$ cat config.mk
export PLATFORM = sky130hd
export DESIGN_NAME = ascr_top
export DESIGN_NICKNAME = d
export VERILOG_FILES = /design/src/design/ascr_sync.v /design/src/design/ascr_top.v
export VERILOG_INCLUDE_DIRS = /design/src /design/src/design
export SDC_FILE = /design/constraint.sdc
export NUM_CORES = 1
export LEC_CHECK = 0
export ABC_CLOCK_PERIOD_IN_PS = 3860
export BUFFER_PORTS_ARGS = -buffer_cell sky130_fd_sc_hd__buf_2
export CAP_MARGIN = 25
export CORE_ASPECT_RATIO = 1.75
export CORE_UTILIZATION = 54
export DETAILED_ROUTE_END_ITERATION = 8
export PLACE_DENSITY = 0.77
export RECOVER_POWER = 100
export SLEW_MARGIN = 0
export SYNTH_ARGS = -nofsm -noshare
export SYNTH_HDL_FRONTEND = slang
export SYNTH_SLANG_ARGS = --single-unit
$ cat constraint.sdc
create_clock -name SYS_CLK -period 3.86 [get_ports SYS_CLK]
set_input_delay 0.772 -clock SYS_CLK [delete_from_list [all_inputs] [get_ports SYS_CLK]]
set_output_delay 0.772 -clock SYS_CLK [all_outputs]
set_load 0.05 [all_outputs]
$ cat src/design/ascr_map.vh
// constants for the serial configuration register block
`ifndef ASCR_MAP_VH
`define ASCR_MAP_VH
`define ASCR_CFG_WIDTH 13
`define ASCR_CFG_RESET 13'h0000
`define ASCR_FRAME_BITS 16
`define ASCR_LOAD_BITS 13
`define ASCR_MUX_EDGE 14
`define ASCR_BIT_WRITE 12
`define ASCR_BIT_SEQ 11
`define ASCR_ADDR_HI 10
`define ASCR_ADDR_LO 7
`define ASCR_BIT_PM1 6
`define ASCR_BIT_PM0 5
`define ASCR_BIT_SHADOW 4
`define ASCR_BIT_IDLE 3
`define ASCR_BIT_RANGE 2
`define ASCR_BIT_CODING 1
`define ASCR_BIT_SINGLE 0
`define ASCR_SYS_MHZ 125
`define ASCR_WAKE_NS 1000
`define ASCR_WAKE_CYC ((`ASCR_WAKE_NS * `ASCR_SYS_MHZ + 999) / 1000)
`endif

$ cat src/design/ascr_sync.v
// three-stage pin synchroniser with agreement check
`timescale 1ns/1ps
module ascr_sync #(
  parameter INIT = 1'b0 // idle level of the pin, so reset makes no false edge
) (
  input wire clk,
  input wire rst,
  input wire din,
  output reg dout
);
  reg s1; // first stage, read only by s2
  reg s2;
  reg s3;
  // a change counts once stages two and three agree
  always @(posedge clk) begin
    if (rst) begin
      s1 <= INIT;
      s2 <= INIT;
      s3 <= INIT;
      dout <= INIT;
    end else begin
      s1 <= din;
      s2 <= s1;
      s3 <= s2;
      if (s2 == s3) begin
        dout <= s3;
      end
    end
  end
endmodule

$ cat src/design/ascr_top.v
// serial configuration register of a sixteen channel converter
// Functional notes
// RULE_01 - 13-bit write-only register, loaded on falling edges
// RULE_02 - every transfer uses sixteen serial clocks
// RULE_03 - only first 13 falling edges load
// RULE_04 - bit 12 set enables the write
// RULE_05 - sequence and shadow bits steer sequencer
// RULE_06 - address and mode latched at conversion end
// RULE_07 - in sequence, address is final channel
// RULE_08 - address bits precede twelve result bits; the code sends a leading zero first, so only result bits 11:1 reach the pin
// RULE_09 - multiplexer switches on fourteenth falling edge
// RULE_10 - bits 6:5 select power mode
// RULE_11 - bit 3 picks weak drive or release
// RULE_12 - bit 2 selects input range
// RULE_13 - bit 1 selects output coding
// RULE_14 - bit 0 selects single or differential
// RULE_15 - host avoids double span without supply
// RULE_16 - differential pairs partner by lowest bit
// RULE_17 - auto shutdown needs one microsecond wake
// RULE_18 - shadow write, per-write channel, or sequence
// RULE_19 - control word shifted most significant first
// RULE_20 - register resets to all zeros
`timescale 1ns/1ps
`include "ascr_map.vh"
module ascr_top (
  input wire SYS_CLK,
  input wire SRST,
  input wire SCLK,
  input wire CHIP_SELECT_N,
  input wire DIN,
  input wire [11:0] RESULT,
  output reg DOUT_O,
  output reg DOUT_OE,
  output reg DOUT_WEAK,
  output reg [12:0] CONVERSION_CONFIG,
  output reg [3:0] MUX_POS,
  output reg [3:0] MUX_NEG,
  output reg MUX_DIFF,
  output reg RANGE_REF,
  output reg CODING_BINARY,
  output reg [1:0] POWER_MODE,
  output reg POWERED,
  output reg WAKE_READY,
  output reg SHADOW_ARMED,
  output reg SEQ_ACTIVE,
  output reg [15:0] SHADOW_LIST
);
  localparam ST_IDLE = 2'h0; // waiting for a frame
  localparam ST_SHIFT = 2'h1; // frame running
  localparam ST_DONE = 2'h2; // sixteen edges seen
  localparam integer WAKE_CYC_I = `ASCR_WAKE_CYC; // wake time in cycles
  localparam [7:0] WAKE_CYC = WAKE_CYC_I[7:0];

  wire sclk_s; // synchronised serial clock
  wire csn_s; // synchronised chip select
  wire din_s; // synchronised data in
  reg sclk_d; // previous serial clock level
  reg csn_d; // previous chip select level
  reg [1:0] state; // frame state
  reg [4:0] edge_cnt; // falling edges in this frame
  reg [12:0] shift; // incoming control word
  reg [15:0] out_word; // outgoing address and result
  reg [3:0] conv_addr; // channel being converted now
  reg shadow_next; // next write loads the shadow list
  reg [3:0] seq_ptr; // sequencer position
  reg [7:0] wake_cnt; // wake-up timer
  reg [3:0] next_addr; // channel for next conversion
  reg found; // search helper

  // serial clock and select idle high; reset them high to avoid a false frame
  ascr_sync #(.INIT(1'b1)) u_sclk (.clk(SYS_CLK), .rst(SRST), .din(SCLK),
    .dout(sclk_s));
  ascr_sync #(.INIT(1'b1)) u_csn (.clk(SYS_CLK), .rst(SRST),
    .din(CHIP_SELECT_N), .dout(csn_s));
  ascr_sync u_din (.clk(SYS_CLK), .rst(SRST), .din(DIN), .dout(din_s));

  wire sclk_fall = sclk_d & ~sclk_s;
  wire sclk_rise = ~sclk_d & sclk_s;
  wire csn_fall = csn_d & ~csn_s;
  wire csn_rise = ~csn_d & csn_s;
  wire [12:0] word_in = {shift[11:0], din_s};

  // next channel from sequencer or the address field
  integer i;
  always @* begin
    next_addr = CONVERSION_CONFIG[`ASCR_ADDR_HI:`ASCR_ADDR_LO];
    found = 1'b0;
    if (SEQ_ACTIVE) begin
      // walk the shadow list upward from the current slot
      for (i = 1; i <= 16; i = i + 1) begin
        if (!found && SHADOW_LIST[seq_ptr + i[3:0]]) begin
          next_addr = seq_ptr + i[3:0]; // RULE_18
          found = 1'b1;
        end
      end
      if (!found) begin
        next_addr = seq_ptr;
      end
    end
  end

  // edge detection on synchronised pins
  always @(posedge SYS_CLK) begin
    if (SRST) begin
      sclk_d <= 1'b1;
      csn_d <= 1'b1;
    end else begin
      sclk_d <= sclk_s;
      csn_d <= csn_s;
    end
  end

  // frame engine: shift in config, shift out address then result
  always @(posedge SYS_CLK) begin
    if (SRST) begin
      state <= ST_IDLE;
      edge_cnt <= 5'h00;
      shift <= 13'h0000;
      out_word <= 16'h0000;
      conv_addr <= 4'h0;
      CONVERSION_CONFIG <= `ASCR_CFG_RESET; // RULE_20
      shadow_next <= 1'b0;
      SHADOW_LIST <= 16'h0000;
      SEQ_ACTIVE <= 1'b0;
      seq_ptr <= 4'h0;
      DOUT_O <= 1'b0;
      DOUT_OE <= 1'b0;
      DOUT_WEAK <= 1'b0;
      MUX_POS <= 4'h0;
      MUX_NEG <= 4'h1;
      MUX_DIFF <= 1'b0;
    end else begin
      case (state)
        ST_IDLE: begin
          if (csn_fall) begin
            // sample moment: address leads the output word
            out_word <= {conv_addr, RESULT}; // RULE_08
            DOUT_O <= 1'b0; // leading zero before address
            DOUT_OE <= 1'b1;
            DOUT_WEAK <= 1'b0;
            edge_cnt <= 5'h00;
            state <= ST_SHIFT;
          end
        end
        ST_SHIFT: begin
          if (csn_rise) begin
            // frame cut short: release output; the store is loaded only if thirteen falls came
            DOUT_OE <= 1'b0;
            state <= ST_IDLE;
          end else if (sclk_fall) begin
            edge_cnt <= edge_cnt + 5'h01;
            if (edge_cnt < `ASCR_LOAD_BITS - 1) begin
              shift <= word_in; // RULE_19
            end else if (edge_cnt == `ASCR_LOAD_BITS - 1) begin
              // thirteenth edge: word complete, later bits ignored
              if (word_in[`ASCR_BIT_WRITE]) begin // RULE_04
                if (shadow_next) begin
                  // list is 16 bits; take the 12 written plus padding
                  SHADOW_LIST <= {word_in[11:0], 4'h0}; // RULE_18
                  shadow_next <= 1'b0;
                  SEQ_ACTIVE <= 1'b1;
                end else begin
                  CONVERSION_CONFIG <= word_in; // RULE_01 RULE_03
                  case ({word_in[`ASCR_BIT_SEQ],
                    word_in[`ASCR_BIT_SHADOW]}) // RULE_05
                    2'b01: begin
                      shadow_next <= 1'b1;
                    end
                    2'b11: begin
                      // consecutive run ending at the address
                      SHADOW_LIST <= 16'hffff >>
                        (4'hf - word_in[10:7]); // RULE_07
                      SEQ_ACTIVE <= 1'b1;
                      seq_ptr <= 4'hf;
                    end
                    2'b10: begin
                      SEQ_ACTIVE <= SEQ_ACTIVE; // RULE_18
                    end
                    default: begin
                      SEQ_ACTIVE <= 1'b0;
                    end
                  endcase
                end
              end
            end else if (edge_cnt == `ASCR_MUX_EDGE - 1) begin
              // fourteenth edge: mux moves to next channel
              conv_addr <= next_addr; // RULE_06 RULE_09
              seq_ptr <= next_addr;
              MUX_POS <= next_addr; // RULE_16
              MUX_NEG <= next_addr ^ 4'h1;
              MUX_DIFF <= ~CONVERSION_CONFIG[`ASCR_BIT_SINGLE]; // RULE_14
            end
            if (edge_cnt == `ASCR_FRAME_BITS - 1) begin
              state <= ST_DONE; // RULE_02
              // idle state of the output after the frame
              if (CONVERSION_CONFIG[`ASCR_BIT_IDLE]) begin // RULE_11
                DOUT_O <= next_addr[3];
                DOUT_WEAK <= 1'b1;
              end else begin
                DOUT_OE <= 1'b0;
              end
            end else begin
              DOUT_O <= out_word[15 - edge_cnt[3:0]];
            end
          end
        end
        ST_DONE: begin
          if (csn_rise) begin
            state <= ST_IDLE;
          end
        end
        default: begin
          state <= ST_IDLE;
        end
      endcase
    end
  end

  // range, coding and power follow the stored word
  always @(posedge SYS_CLK) begin
    if (SRST) begin
      RANGE_REF <= 1'b0;
      CODING_BINARY <= 1'b0;
      POWER_MODE <= 2'h0;
      SHADOW_ARMED <= 1'b0;
    end else begin
      RANGE_REF <= CONVERSION_CONFIG[`ASCR_BIT_RANGE]; // RULE_12
      CODING_BINARY <= CONVERSION_CONFIG[`ASCR_BIT_CODING]; // RULE_13
      POWER_MODE <= {CONVERSION_CONFIG[`ASCR_BIT_PM1],
        CONVERSION_CONFIG[`ASCR_BIT_PM0]}; // RULE_10
      SHADOW_ARMED <= shadow_next;
    end
  end

  // power and wake timer; shutdown after each sixteen-fall frame unless mode 11
  always @(posedge SYS_CLK) begin
    if (SRST) begin
      POWERED <= 1'b0;
      WAKE_READY <= 1'b0;
      wake_cnt <= 8'h00;
    end else if (POWER_MODE == 2'h3) begin
      POWERED <= 1'b1; // RULE_17
      WAKE_READY <= 1'b1;
      wake_cnt <= 8'h00;
    end else if (state == ST_DONE) begin
      POWERED <= 1'b0;
      WAKE_READY <= 1'b0;
      wake_cnt <= 8'h00;
    end else if (state == ST_IDLE && !POWERED) begin
      POWERED <= 1'b1;
      wake_cnt <= 8'h00;
    end else if (POWERED && !WAKE_READY) begin
      // count out the wake-up time before conversions are valid
      if (wake_cnt == WAKE_CYC - 8'h01) begin
        WAKE_READY <= 1'b1; // RULE_17
      end else begin
        wake_cnt <= wake_cnt + 8'h01;
      end
    end
  end
endmodule

# ---- Yosys cells after proc, flatten, opt, wreduce, memory -nomap -nowiden
# Cells that the tools add are included.
dict set report op_classes {
  add_sub_neg 19
  muxes 130
  magnitude_cmp 18
  bitwise 13
  shifts 1
  eq_ne 28
  n_reduce_logical 58
}
# cell count
set ops {}
lappend ops {{4-bit two-way mux} 23}
lappend ops {{4-bit by 5-bit less-than comparator with 1-bit output, second input constant} 16}
lappend ops {{1-bit two-way mux} 74}
lappend ops {{1-bit binary-select mux with 4-bit select} 17}
lappend ops {{4-bit adder, second input constant} 8}
lappend ops {{32-bit by 5-bit less-than comparator with 1-bit output, second input constant} 1}
lappend ops {{16-bit two-way mux} 2}
lappend ops {{7-bit AND reduction} 3}
lappend ops {{6-bit AND reduction} 3}
lappend ops {{1-bit logical AND} 17}
lappend ops {{1-bit logical NOT} 17}
lappend ops {{4-bit by 3-bit adder with 4-bit output, second input constant} 4}
lappend ops {{2-bit inequality test, second input constant} 8}
lappend ops {{16-bit by 4-bit >> shifter with 16-bit output, first input constant} 1}
lappend ops {{5-bit by 4-bit == test with 1-bit output, second input constant} 3}
lappend ops {{5-bit two-way mux} 3}
lappend ops {{3-bit inequality test, second input constant} 5}
lappend ops {{4-bit AND reduction} 3}
lappend ops {{2-bit two-way mux} 5}
lappend ops {{1-bit NOT} 10}
lappend ops {{5-bit one-hot mux with 2 select lines} 1}
lappend ops {{5-bit AND reduction} 2}
lappend ops {{3-bit nonzero test} 3}
lappend ops {{4-bit by 2-bit adder with 4-bit output, second input constant} 2}
lappend ops {{other kinds (21)} 36}
dict set report totals {
  in_bits 17
  regBits 111
}

# ---- Logic depth before layout (Yosys ltp)
# Gate-level depths: netlist (run 1).
dict set report depth {
  word_depth 72
  depth_mapped 16
  ltp_nobuf 11
}

# ---- Hierarchy
# From an unflattened synthesis (run 1), not the netlist that was laid out.
dict set report unflattened {
  cells_unflattened 798
  hier_area_um2 6921.6
}
# module cells_per_inst n_inst seq_area_each_um2 area_per_inst_um2
set by_module_without_submodules {}
lappend by_module_without_submodules {ascr_top 768 1 1921.8 6578.8}
lappend by_module_without_submodules {{ascr_sync at u_csn ...} 10 2 80.1 115.1}
lappend by_module_without_submodules {{ascr_sync at u_din} 10 1 80.1 112.6}

# ---- Worst setup path before layout (run 1)
# OpenSTA, ideal clock, no wires.
dict set report synth_path {
  path_kind {register to register}
  from {register seq_ptr[1]}
  to {register seq_ptr[2]}
  required_ns 3.735
  t_arrival_ns 3.903
  synth_period_minus_slack_ns 4.027
  slack_ns -0.167
  path_stages_with_launch 15
  cell_sequence {dfxtp_1 > buf_4 > buf_4 > clkinv_1 > ha_1 > buf_6 > mux2_1 > mux4_2 > mux2i_2 > mux2_2 > a211o_1 > a221oi_1 > a311oi_2 > o21ai_0 > nor2_1}
}
dict set report synth_between {
  elab_chain_len 69
  word_cells_on_any_way 129
  cone_classes {add/sub (15); mux (84); reduce/logical (30)}
}
# element line_no
set synth_rtl {}
lappend synth_rtl {{start, declared} ascr_top.v:65} ;# reg [3:0] seq_ptr;
lappend synth_rtl {{start signal, assigned} ascr_top.v:188} ;# seq_ptr <= next_addr;
lappend synth_rtl {{4-bit by 1-bit adder with 4-bit output} {ascr_top.v:91, ascr_top.v:92}}
lappend synth_rtl {{1-bit binary-select mux with 4-bit select} ascr_top.v:91} ;# if (!found && SHADOW_LIST[seq_ptr + i[3:0]]) begin
lappend synth_rtl {{1-bit two-way mux (not written as such)} ascr_top.v:91}
lappend synth_rtl {{1-bit two-way mux} ascr_top.v:91}
lappend synth_rtl {{1-bit two-way mux} ascr_top.v:88} ;# if (SEQ_ACTIVE) begin
lappend synth_rtl {{1-bit logical NOT} ascr_top.v:91}
lappend synth_rtl {{1-bit logical AND} ascr_top.v:91}
lappend synth_rtl {{1-bit two-way mux} ascr_top.v:91}
lappend synth_rtl {{[53 not listed]} -}
lappend synth_rtl {{1-bit logical NOT} ascr_top.v:91}
lappend synth_rtl {{1-bit logical AND} ascr_top.v:91}
lappend synth_rtl {{1-bit two-way mux} ascr_top.v:91}
lappend synth_rtl {{1-bit two-way mux} ascr_top.v:88}
lappend synth_rtl {{4-bit two-way mux (*)} ascr_top.v:96} ;# if (!found) begin
lappend synth_rtl {{4-bit two-way mux (*)} ascr_top.v:88}
lappend synth_rtl {{4-bit two-way mux (*)} ascr_top.v:185} ;# end else if (edge_cnt == `ASCR_MUX_EDGE - 1) begin
lappend synth_rtl {{4-bit two-way mux (*)} ascr_top.v:154} ;# end else if (edge_cnt == `ASCR_LOAD_BITS - 1) begin
# Mark *: on every way between the ends. The rest lies on a longest branch, timed or not. The select of a mux whose other input is x is not followed.
# A chain may end at the register's enable or synchronous reset.

# ---- Final worst setup path (run 1)
dict set report layout_path {
  from {register seq_ptr[0]}
  to {register seq_ptr[3]}
}
# The elaborated chain is that of the path after synthesis.

==> PnR_summary.wiki, run 1 <==
{| class="wikitable"
! Metric !! Value
|-
| Cell Int Power || 1.71 mW
|-
| Synthesized area || 6770 µm²
|-
| Syn Inst Count || 778
|-
| Maximum number of buffers from clock root to sink || 2
|-
| Actual slew at the worst max-slew pin || 1.40 ns
|-
| Switching part of the total || 0.203
|-
| Layout Area Growth over Synthesis || 11.9%
|-
| Distinct cells, synth || 74
|-
| Share of synthesized area occupied by flip-flops and latches || 0.319
|-
| Startpoint Class || flip-flop
|-
| Complex-gate fraction of the synthesized area || 0.159
|-
| Largest family of logic cells by synthesized area || simple AND/OR/NAND/NOR gates
|-
| Total of hold buffers inserted after clock tree synthesis || 0
|-
| Total global-route track usage || 0.322
|-
| DR iter-0 viols || 502
|-
| Critical-path cell list || buf_4 > ha_1 > xor2_2 > mux4_2 > mux2_2 > nand4_1 > o211ai_1 > a32o_1 > a211o_1 > a21oi_2 > a211oi_1
|-
| Period minus WS final || 3.71 ns
|-
| H-tree levels || 3
|-
| Count of buffer and inverter cells on the critical path || 1
|-
| Rel. slew slack || 0.0683
|-
| Vertical die dimension || 150 µm
|-
| Final HPWL from detailed placement || 15600 µm
|-
| Critical path peak fanout || 28
|-
| Non-Filler Instances || 1006
|-
| Number of buffers inserted to repair setup after CTS || 0
|-
| Fin. Hold Viols || 0
|-
| Leak pwr || 2.79 nW
|-
| Worst supply voltage drop on vdd || 0.395 mV
|-
| Routed via count || 6287
|-
| Post-CTS clock slew at the launch and capture registers of the worst setup and hold paths || 0.07 ns
|-
| Max stage delay on crit path || 0.44 ns
|-
| Number of nets produced by synthesis || 811
|-
| Final clock skew || 0.00845 ns
|-
| Clock root cell || sky130_fd_sc_hd__clkbuf_16
|-
| Gp weighted congestion || 0.997
|-
| Critical path's top delay family || compound AO/OA/AOI/OAI gates
|-
| Total gr overflow || 0
|-
| Worst endpoint data arrival time || 3.91 ns
|-
| Share of synthesized cell area in full adder, half adder and majority cells || 0.0296
|-
| Number of global-route vias before repair || 6171
|-
| Post-CTS resize count || 0
|-
| Worst min-delay path category || reg2reg
|-
| Core region area || 12100 µm²
|-
| Wire length of the first global-routing pass || 31900 µm
|-
| Average wire per standard cell || 20.3 µm
|-
| Starting Density || 0.558
|-
| Critical Setup Path Class || reg2reg
|-
| Pins Over Slew Limit || 0
|-
| Xor and xnor area share after synthesis || 0.0296
|-
| Synth Area per Inst || 8.71 µm²
|-
| Detail-routed via count per cell || 6.25
|-
| Total wire length after detailed routing || 20400 µm
|-
| Clock network fraction of total power || 0.455
|-
| Accumulated negative setup slack || 0 ns
|-
| Net switching component of the power || 434 µW
|-
| Clock sink count || 108
|-
| Endpoint required time on the critical path || 4.05 ns
|-
| Max-cap violation count || 0
|-
| Yosys reg bits || 108
|-
| Clock latency at the later pin of the worst-skew pair || 0.34 ns
|-
| Pin count of the biggest net entering global routing || 72
|-
| Cell count after placement || 990
|-
| Width of the die || 86.7 µm
|-
| Row Count || 53
|-
| Port buffer count || 65
|-
| Synth warnings || 0
|-
| RSZ-0062 raised after global routing || false
|-
| Number of remaining DRC errors || 0
|-
| Number of flops mapped to enable cells by yosys || 0
|-
| I/O pin count || 66
|-
| Post-layout net count || 870
|-
| Outcome || finished clean
|-
| Relative contribution of sequential cells to total power || 0.525
|-
| Fraction of layout cells with a size suffix above 1 || 0.151
|-
| Share of synthesized cell area in and, or, nand and nor gates || 0.212
|-
| Period utilization || 0.962
|-
| Asr flop ratio synth || 0
|-
| Number of search-and-repair iterations in the first detailed-routing pass || 7
|-
| Initial antenna violation count || 0
|-
| Die Footprint || 13000 µm²
|-
| Upper clock frequency limit || 0.269 GHz
|-
| Main flop type after synthesis || sky130_fd_sc_hd__dfxtp_1
|-
| TritonCTS clock tree || yes
|-
| Fill count || 1088
|-
| Critical Path Slowest Stage Cell || sky130_fd_sc_hd__mux4_2
|-
| Number of nets with antenna violations after detailed routing || 0
|-
| Combinational group share of total power || 0.020
|-
| Multiplexer fraction of the synthesized cell area || 0.205
|-
| Endpoint class of the critical path || flip-flop
|-
| Number of buffers added by the clock tree synthesis step || 9
|-
| Final count of negative-setup-slack endpoints || 0
|-
| Power density over the cells || 283 nW/µm²
|-
| Count of antenna diodes in the layout || 0
|}
-- power groups by stage --
stage	Sequential [mW]	Clock, mW	Combinational (mW)
final	1.12	0.975	0.0426
after global routing	1.12	1.03	0.0466
after CTS	1.12	0.990	0.0431
after detailed placement	1.15	0	0.0430
after global placement	1.15	0	0.0419
after floorplan	1.15	0	0.0256
-- cells in the final DEF (no fill, tap or decap), drive strengths merged, types with 5 or more instances in the layout --
cell    count
a211oi     12
a21oi      68
a31oi       6
buf        43
clkbuf     61
dfxtp     108
ha         16
inv        24
mux2       17
mux2i      52
mux4       28
nand2      74
nand2b      9
nand3      26
nand4      11
nor2      100
nor2b      15
nor3       25
nor3b       5
nor4        6
o21ai      25
o31ai       5
or2        12
xnor2      10
xor2       12
-- stage by stage --
stage	area, µm²	worst slack [ns]	hold WS (ns)	total power [mW]	utilization
after global routing	7580	0.0132	0.422	2.20	0.624
after detailed placement	7320	0.0541	0.393	1.19	0.603
final	7580	0.145	0.412	2.14	0.624
after floorplan	6780	0.0359	0.389	1.18	-
after global placement	7320	0.114	0.395	1.19	0.603
after CTS	7630	0.0535	0.413	2.16	0.629
-- kinds of logic after synthesis --
logic type | Yosys count
and+or+nand+nor | 300
AOI/OAI and AO/OA | 166
DFF | 108
muxes | 97
buffers and inverters | 69
xor gates and xnor gates | 22
adders and majority gates | 16
-- worst paths after layout --
check | end | slack, ns | from | cells past startpoint
worst max-delay path | seq_ptr[3] | 0.15 | seq_ptr[0] | 11
worst min-delay path | u_csn.s2 | 0.41 | u_csn.s1 | 1
worst max register to register | seq_ptr[3] | 0.15 | seq_ptr[0] | 11
worst min register to register | u_csn.s2 | 0.41 | u_csn.s1 | 1
-- state kept, by name, summed over array words and instances, names as in the netlist, 2 cells and up --
| signal | flops |
|---|---|
| state | 2 |
| POWER_MODE | 2 |
| seq_ptr | 4 |
| shift | 12 |
| wake_cnt | 8 |
| SHADOW_LIST | 16 |
| MUX_NEG | 4 |
| out_word | 16 |
| edge_cnt | 5 |
| CONVERSION_CONFIG | 13 |
-- metal layers --
layer | up-vias | track usage | part of all wire
met3 | 95 | 0.0428 | 0.048
met1 | 2994 | 0.313 | 0.34
met5 | - | 0 | 0
li1 | 2948 | - | -
met4 | 0 | 0.226 | 0.070
met2 | 250 | 0.611 | 0.54
-- layout make-up --
class | instances | area (µm²) | share of cell area
clock buffers | 9 | 225 | 0.0297
inverters | 22 | 83.8 | 0.0111
well taps | 165 | 206 | 0.0272
repair buffers | 95 | 493 | 0.0651
flip-flops and latches | 108 | 2160 | 0.285
multi-input cells | 601 | 4310 | 0.569
clock inverters | 6 | 93.8 | 0.0124
-- synth_stat cells, types with 4 or more instances --
cell | n | area share
sky130_fd_sc_hd__nor2_1 | 98 | 0.054
sky130_fd_sc_hd__nand3_1 | 26 | 0.019
sky130_fd_sc_hd__a31oi_1 | 6 | 0.0055
sky130_fd_sc_hd__dfxtp_1 | 108 | 0.32
sky130_fd_sc_hd__buf_1 | 4 | 0.0022
sky130_fd_sc_hd__inv_1 | 20 | 0.011
sky130_fd_sc_hd__nor3b_1 | 5 | 0.0055
sky130_fd_sc_hd__clkbuf_1 | 28 | 0.016
sky130_fd_sc_hd__nor4_1 | 5 | 0.0046
sky130_fd_sc_hd__a21oi_1 | 66 | 0.049
sky130_fd_sc_hd__xnor2_1 | 9 | 0.012
sky130_fd_sc_hd__nand2b_1 | 9 | 0.0083
sky130_fd_sc_hd__nor3_1 | 24 | 0.018
sky130_fd_sc_hd__xor2_1 | 12 | 0.016
sky130_fd_sc_hd__buf_2 | 6 | 0.0044
sky130_fd_sc_hd__o31ai_1 | 5 | 0.0055
sky130_fd_sc_hd__nand4_1 | 11 | 0.010
sky130_fd_sc_hd__ha_1 | 16 | 0.030
sky130_fd_sc_hd__nor2b_1 | 15 | 0.014
sky130_fd_sc_hd__and3_1 | 4 | 0.0037
sky130_fd_sc_hd__mux2_1 | 5 | 0.0083
sky130_fd_sc_hd__a211oi_1 | 12 | 0.013
sky130_fd_sc_hd__a221oi_1 | 4 | 0.0052
sky130_fd_sc_hd__o211ai_1 | 4 | 0.0044
sky130_fd_sc_hd__or2_2 | 12 | 0.011
sky130_fd_sc_hd__a211o_1 | 4 | 0.0052
sky130_fd_sc_hd__mux4_2 | 25 | 0.083
sky130_fd_sc_hd__nand2_1 | 73 | 0.040
sky130_fd_sc_hd__mux2i_1 | 48 | 0.071
sky130_fd_sc_hd__mux2_2 | 9 | 0.015
sky130_fd_sc_hd__o21ai_0 | 22 | 0.016
sky130_fd_sc_hd__buf_4 | 6 | 0.0067
(Power assumes the default switching activity.)
==> inputs of run 2 (changes only) <==
--- a/config.mk
+++ b/config.mk
@@ -17,4 +17,5 @@
 export SLEW_MARGIN = 0
 export SYNTH_ARGS = -nofsm -noshare
 export SYNTH_HDL_FRONTEND = slang
+export SYNTH_HIERARCHICAL = 1
 export SYNTH_SLANG_ARGS = --single-unit
==> run 2 against run 1 <==
Against the previous run: the run now ends with max-capacitance violations, max-slew violations left; total power shrank 6.3%; largest power group unchanged; register-to-register slack lost 0.07 ns; area after synthesis grew 2.2%; critical path type unchanged; sequential share of layout area shrank 0.83 points; combinational power shrank 4.9%; first-iteration DRC count shrank 25%.
==> PnR_summary.wiki, run 2 <==
{| class="wikitable"
! Metric !! Value
|-
| Starting Density || 0.554
|-
| Fraction of layout cells with a size suffix above 1 || 0.168
|-
| Cell count after placement || 1030
|-
| Most common cell after layout, fill and taps aside || sky130_fd_sc_hd__nand2_1
|-
| Pin count of the biggest net entering global routing || 67
|-
| Worst supply voltage drop on vdd || 0.372 mV
|-
| Asr flop ratio synth || 0
|-
| Routed via count || 6465
|-
| Biggest area contributors in the synthesized netlist || sky130_fd_sc_hd__dfxtp_1 (31%), sky130_fd_sc_hd__mux4_2 (10%), sky130_fd_sc_hd__nand2_1 (6.8%)
|-
| Number of nets with antenna violations after detailed routing || 0
|-
| Post-CTS clock slew at the launch and capture registers of the worst setup and hold paths || 0.07 ns
|-
| Worst endpoint data arrival time || 4.00 ns
|-
| Number of buffers added by the clock tree synthesis step || 9
|-
| Fill count || 1123
|-
| Row Count || 54
|-
| Die Footprint || 13300 µm²
|-
| Number of search-and-repair iterations in the first detailed-routing pass || 5
|-
| DR iter-0 viols || 379
|-
| Initial antenna violation count || 0
|-
| Yosys reg bits || 108
|-
| Width of the die || 87.6 µm
|-
| Number of remaining DRC errors || 0
|-
| Count of buffer and inverter cells on the critical path || 3
|-
| Final count of negative-setup-slack endpoints || 0
|-
| Commonest cells after routing, fill and taps aside || sky130_fd_sc_hd__nand2_1 (126), sky130_fd_sc_hd__dfxtp_1 (107), sky130_fd_sc_hd__nor2_1 (80)
|-
| Maximum number of buffers from clock root to sink || 2
|-
| Least setup slack across all paths after layout || 0.0719 ns
|-
| Vertical die dimension || 152 µm
|-
| Fin. Hold Viols || 0
|-
| Worst Reg2Reg Path Length in Cells || 13
|-
| Detail-routed via count per cell || 6.17
|-
| Clock sink count || 108
|-
| Total gr overflow || 0
|-
| Top cells by count, synth || sky130_fd_sc_hd__nand2_1 (126), sky130_fd_sc_hd__dfxtp_1 (108), sky130_fd_sc_hd__nor2_1 (80)
|-
| Total global-route track usage || 0.342
|-
| Max-cap violation count || 1
|-
| TritonCTS clock tree || yes
|-
| Worst-case setup slack after placement || 0.0578 ns
|-
| Post-layout net count || 907
|-
| RSZ-0062 raised after global routing || false
|-
| Cell seen most often among critical-path stages || sky130_fd_sc_hd__buf_4
|-
| Wire length of the first global-routing pass || 33400 µm
|-
| Power density over the cells || 257 nW/µm²
|-
| Final Power || 2.01 mW
|-
| Period utilization || 0.981
|-
| Average wire per standard cell || 20.5 µm
|-
| Reg2Reg Capture Point || seq_ptr[2]
|-
| Accumulated negative setup slack || 0 ns
|-
| Minimum setup slack among reg-to-reg paths || 0.07 ns
|-
| Leak pwr || 2.88 nW
|-
| Critical path peak fanout || 8
|-
| Critical Path Slowest Stage Cell || sky130_fd_sc_hd__nor3b_1
|-
| Startpoint Class || flip-flop
|-
| Final HPWL from detailed placement || 16300 µm
|-
| Period minus WS final || 3.79 ns
|-
| Total wire length after detailed routing || 21500 µm
|-
| Critical path's top delay family || compound AO/OA/AOI/OAI gates
|-
| Critical Setup Path Class || reg2reg
|-
| H-tree levels || 3
|-
| Rel. slew slack || -0.668
|-
| Worst min-delay path category || reg2reg
|-
| Launch point of the worst reg-to-reg path || seq_ptr[1]
|-
| Library cell with the highest instance count after synthesis || sky130_fd_sc_hd__nand2_1
|-
| Area of the multi-input gates || 4480 µm²
|-
| Share of synthesized area occupied by flip-flops and latches || 0.312
|-
| Core region area || 12500 µm²
|-
| I/O pin count || 66
|-
| Distinct cells, synth || 81
|-
| Start point of the critical path || seq_ptr[1]
|-
| Endpoint class of the critical path || flip-flop
|-
| Gp weighted congestion || 0.993
|-
| Non-Filler Instances || 1047
|-
| Upper clock frequency limit || 0.264 GHz
|-
| Port buffer count || 65
|-
| Synth Area per Inst || 8.67 µm²
|-
| Syn Inst Count || 798
|-
| Core Util, Final || 0.625
|-
| Post-CTS resize count || 0
|-
| Actual slew at the worst max-slew pin || 2.50 ns
|-
| Capture point of the critical path || seq_ptr[2]
|-
| Register cell area after layout || 2160 µm²
|-
| Number of nets produced by synthesis || 831
|-
| Biggest regs || SHADOW_LIST x16, out_word x16, CONVERSION_CONFIG x13
|-
| Number of flops mapped to enable cells by yosys || 0
|-
| Clock root cell || sky130_fd_sc_hd__clkbuf_16
|-
| Outcome || finished, violations left
|-
| Main flop type after synthesis || sky130_fd_sc_hd__dfxtp_1
|-
| Clock latency at the later pin of the worst-skew pair || 0.34 ns
|-
| Number of gates on the worst path with buffers counted || 13
|-
| Count of antenna diodes in the layout || 0
|-
| Max stage delay on crit path || 0.81 ns
|-
| Synthesized area || 6920 µm²
|-
| Pins Over Slew Limit || 67
|-
| Top-area cell type share of the netlist area || 0.312
|-
| Layout Area Growth over Synthesis || 12.8%
|-
| Total of hold buffers inserted after clock tree synthesis || 0
|-
| Number of global-route vias before repair || 6233
|-
| Violated checks || max-capacitance violations, max-slew violations
|-
| Post-synth top area cell || sky130_fd_sc_hd__dfxtp_1
|-
| Critical-path cell list || inv_1 > buf_4 > ha_1 > a21boi_0 > xnor2_2 > buf_4 > nand2_1 > nor3b_1 > o32a_1 > nor3_1 > o31ai_1 > a2bb2oi_1 > o22ai_1
|-
| Number of buffers inserted to repair setup after CTS || 0
|-
| Endpoint required time on the critical path || 4.07 ns
|-
| Synth warnings || 6
|-
| Final clock skew || 0.00691 ns
|}
==> run 2: cell types whose count changed in the layout (fill, tap and decap cells not counted), sizes merged, moves of 6 or more <==
cell / change
mux4: +6
nand3: -10
nand2b: -7
nor2: -20
mux2i: -13
nand4: -7
buf: +17
o211ai: +6
a21oi: +7
nand2: +52
==> run 2: metrics by stage <==
stage	hold WS [ns]	cell area [µm²]
detailed placement	0.398	7570
global route	0.444	7810
CTS	0.416	7840
finish	0.413	7810
floorplan	0.383	6930
global placement	0.392	7570
==> run 2: cell type report <==
type | instances | share of cell area
Clock buffer | 10 | 0.0293
Clock inverter | 6 | 0.00593
Inverter | 22 | 0.0106
Multi-Input combinational cell | 623 | 0.573
Sequential cell | 108 | 0.277
Tap cell | 168 | 0.0269
Timing Repair Buffer | 110 | 0.0769
==> run 2: how the worst min path moves through the flow <==
| stage | cells past startpoint | end | slack [ns] | startpoint |
|---|---|---|---|---|
| CTS | 1 | u_csn/s2 | 0.42 | u_csn/s1 |
| global placement | 1 | u_sclk/s2 | 0.39 | u_sclk/s1 |
| global route | 1 | u_csn/s2 | 0.44 | u_csn/s1 |
| finish | 1 | u_csn/s2 | 0.41 | u_csn/s1 |
| detailed placement | 1 | u_csn/s2 | 0.40 | u_csn/s1 |
| floorplan | 1 | u_csn/s2 | 0.38 | u_csn/s1 |
==> run 2: power breakdown <==
group | internal, mW | leakage [nW] | switching (mW)
combinational | 0.0135 | 1.88 | 0.0270
clock | 0.442 | 0.129 | 0.401
sequential | 1.12 | 0.873 | 0.00357
total | 1.57 | 2.88 | 0.432
==> run 2: cells by family after synthesis <==
family | after synthesis | synth area share
compound gates | 191 | 0.181
fa+ha+maj | 16 | 0.0289
simple gates | 306 | 0.207
buf+inv | 67 | 0.0445
flops | 108 | 0.312
xor+xnor | 23 | 0.0313
mux | 87 | 0.196
==> run 2: per-layer routing <==
layer,up-vias,wire length (µm),track usage
met5,-,0,0.0207
met4,0,1990,0.318
met3,115,1390,0.0677
met2,274,11000,0.586
met1,3023,7050,0.337
li1,3053,-,-
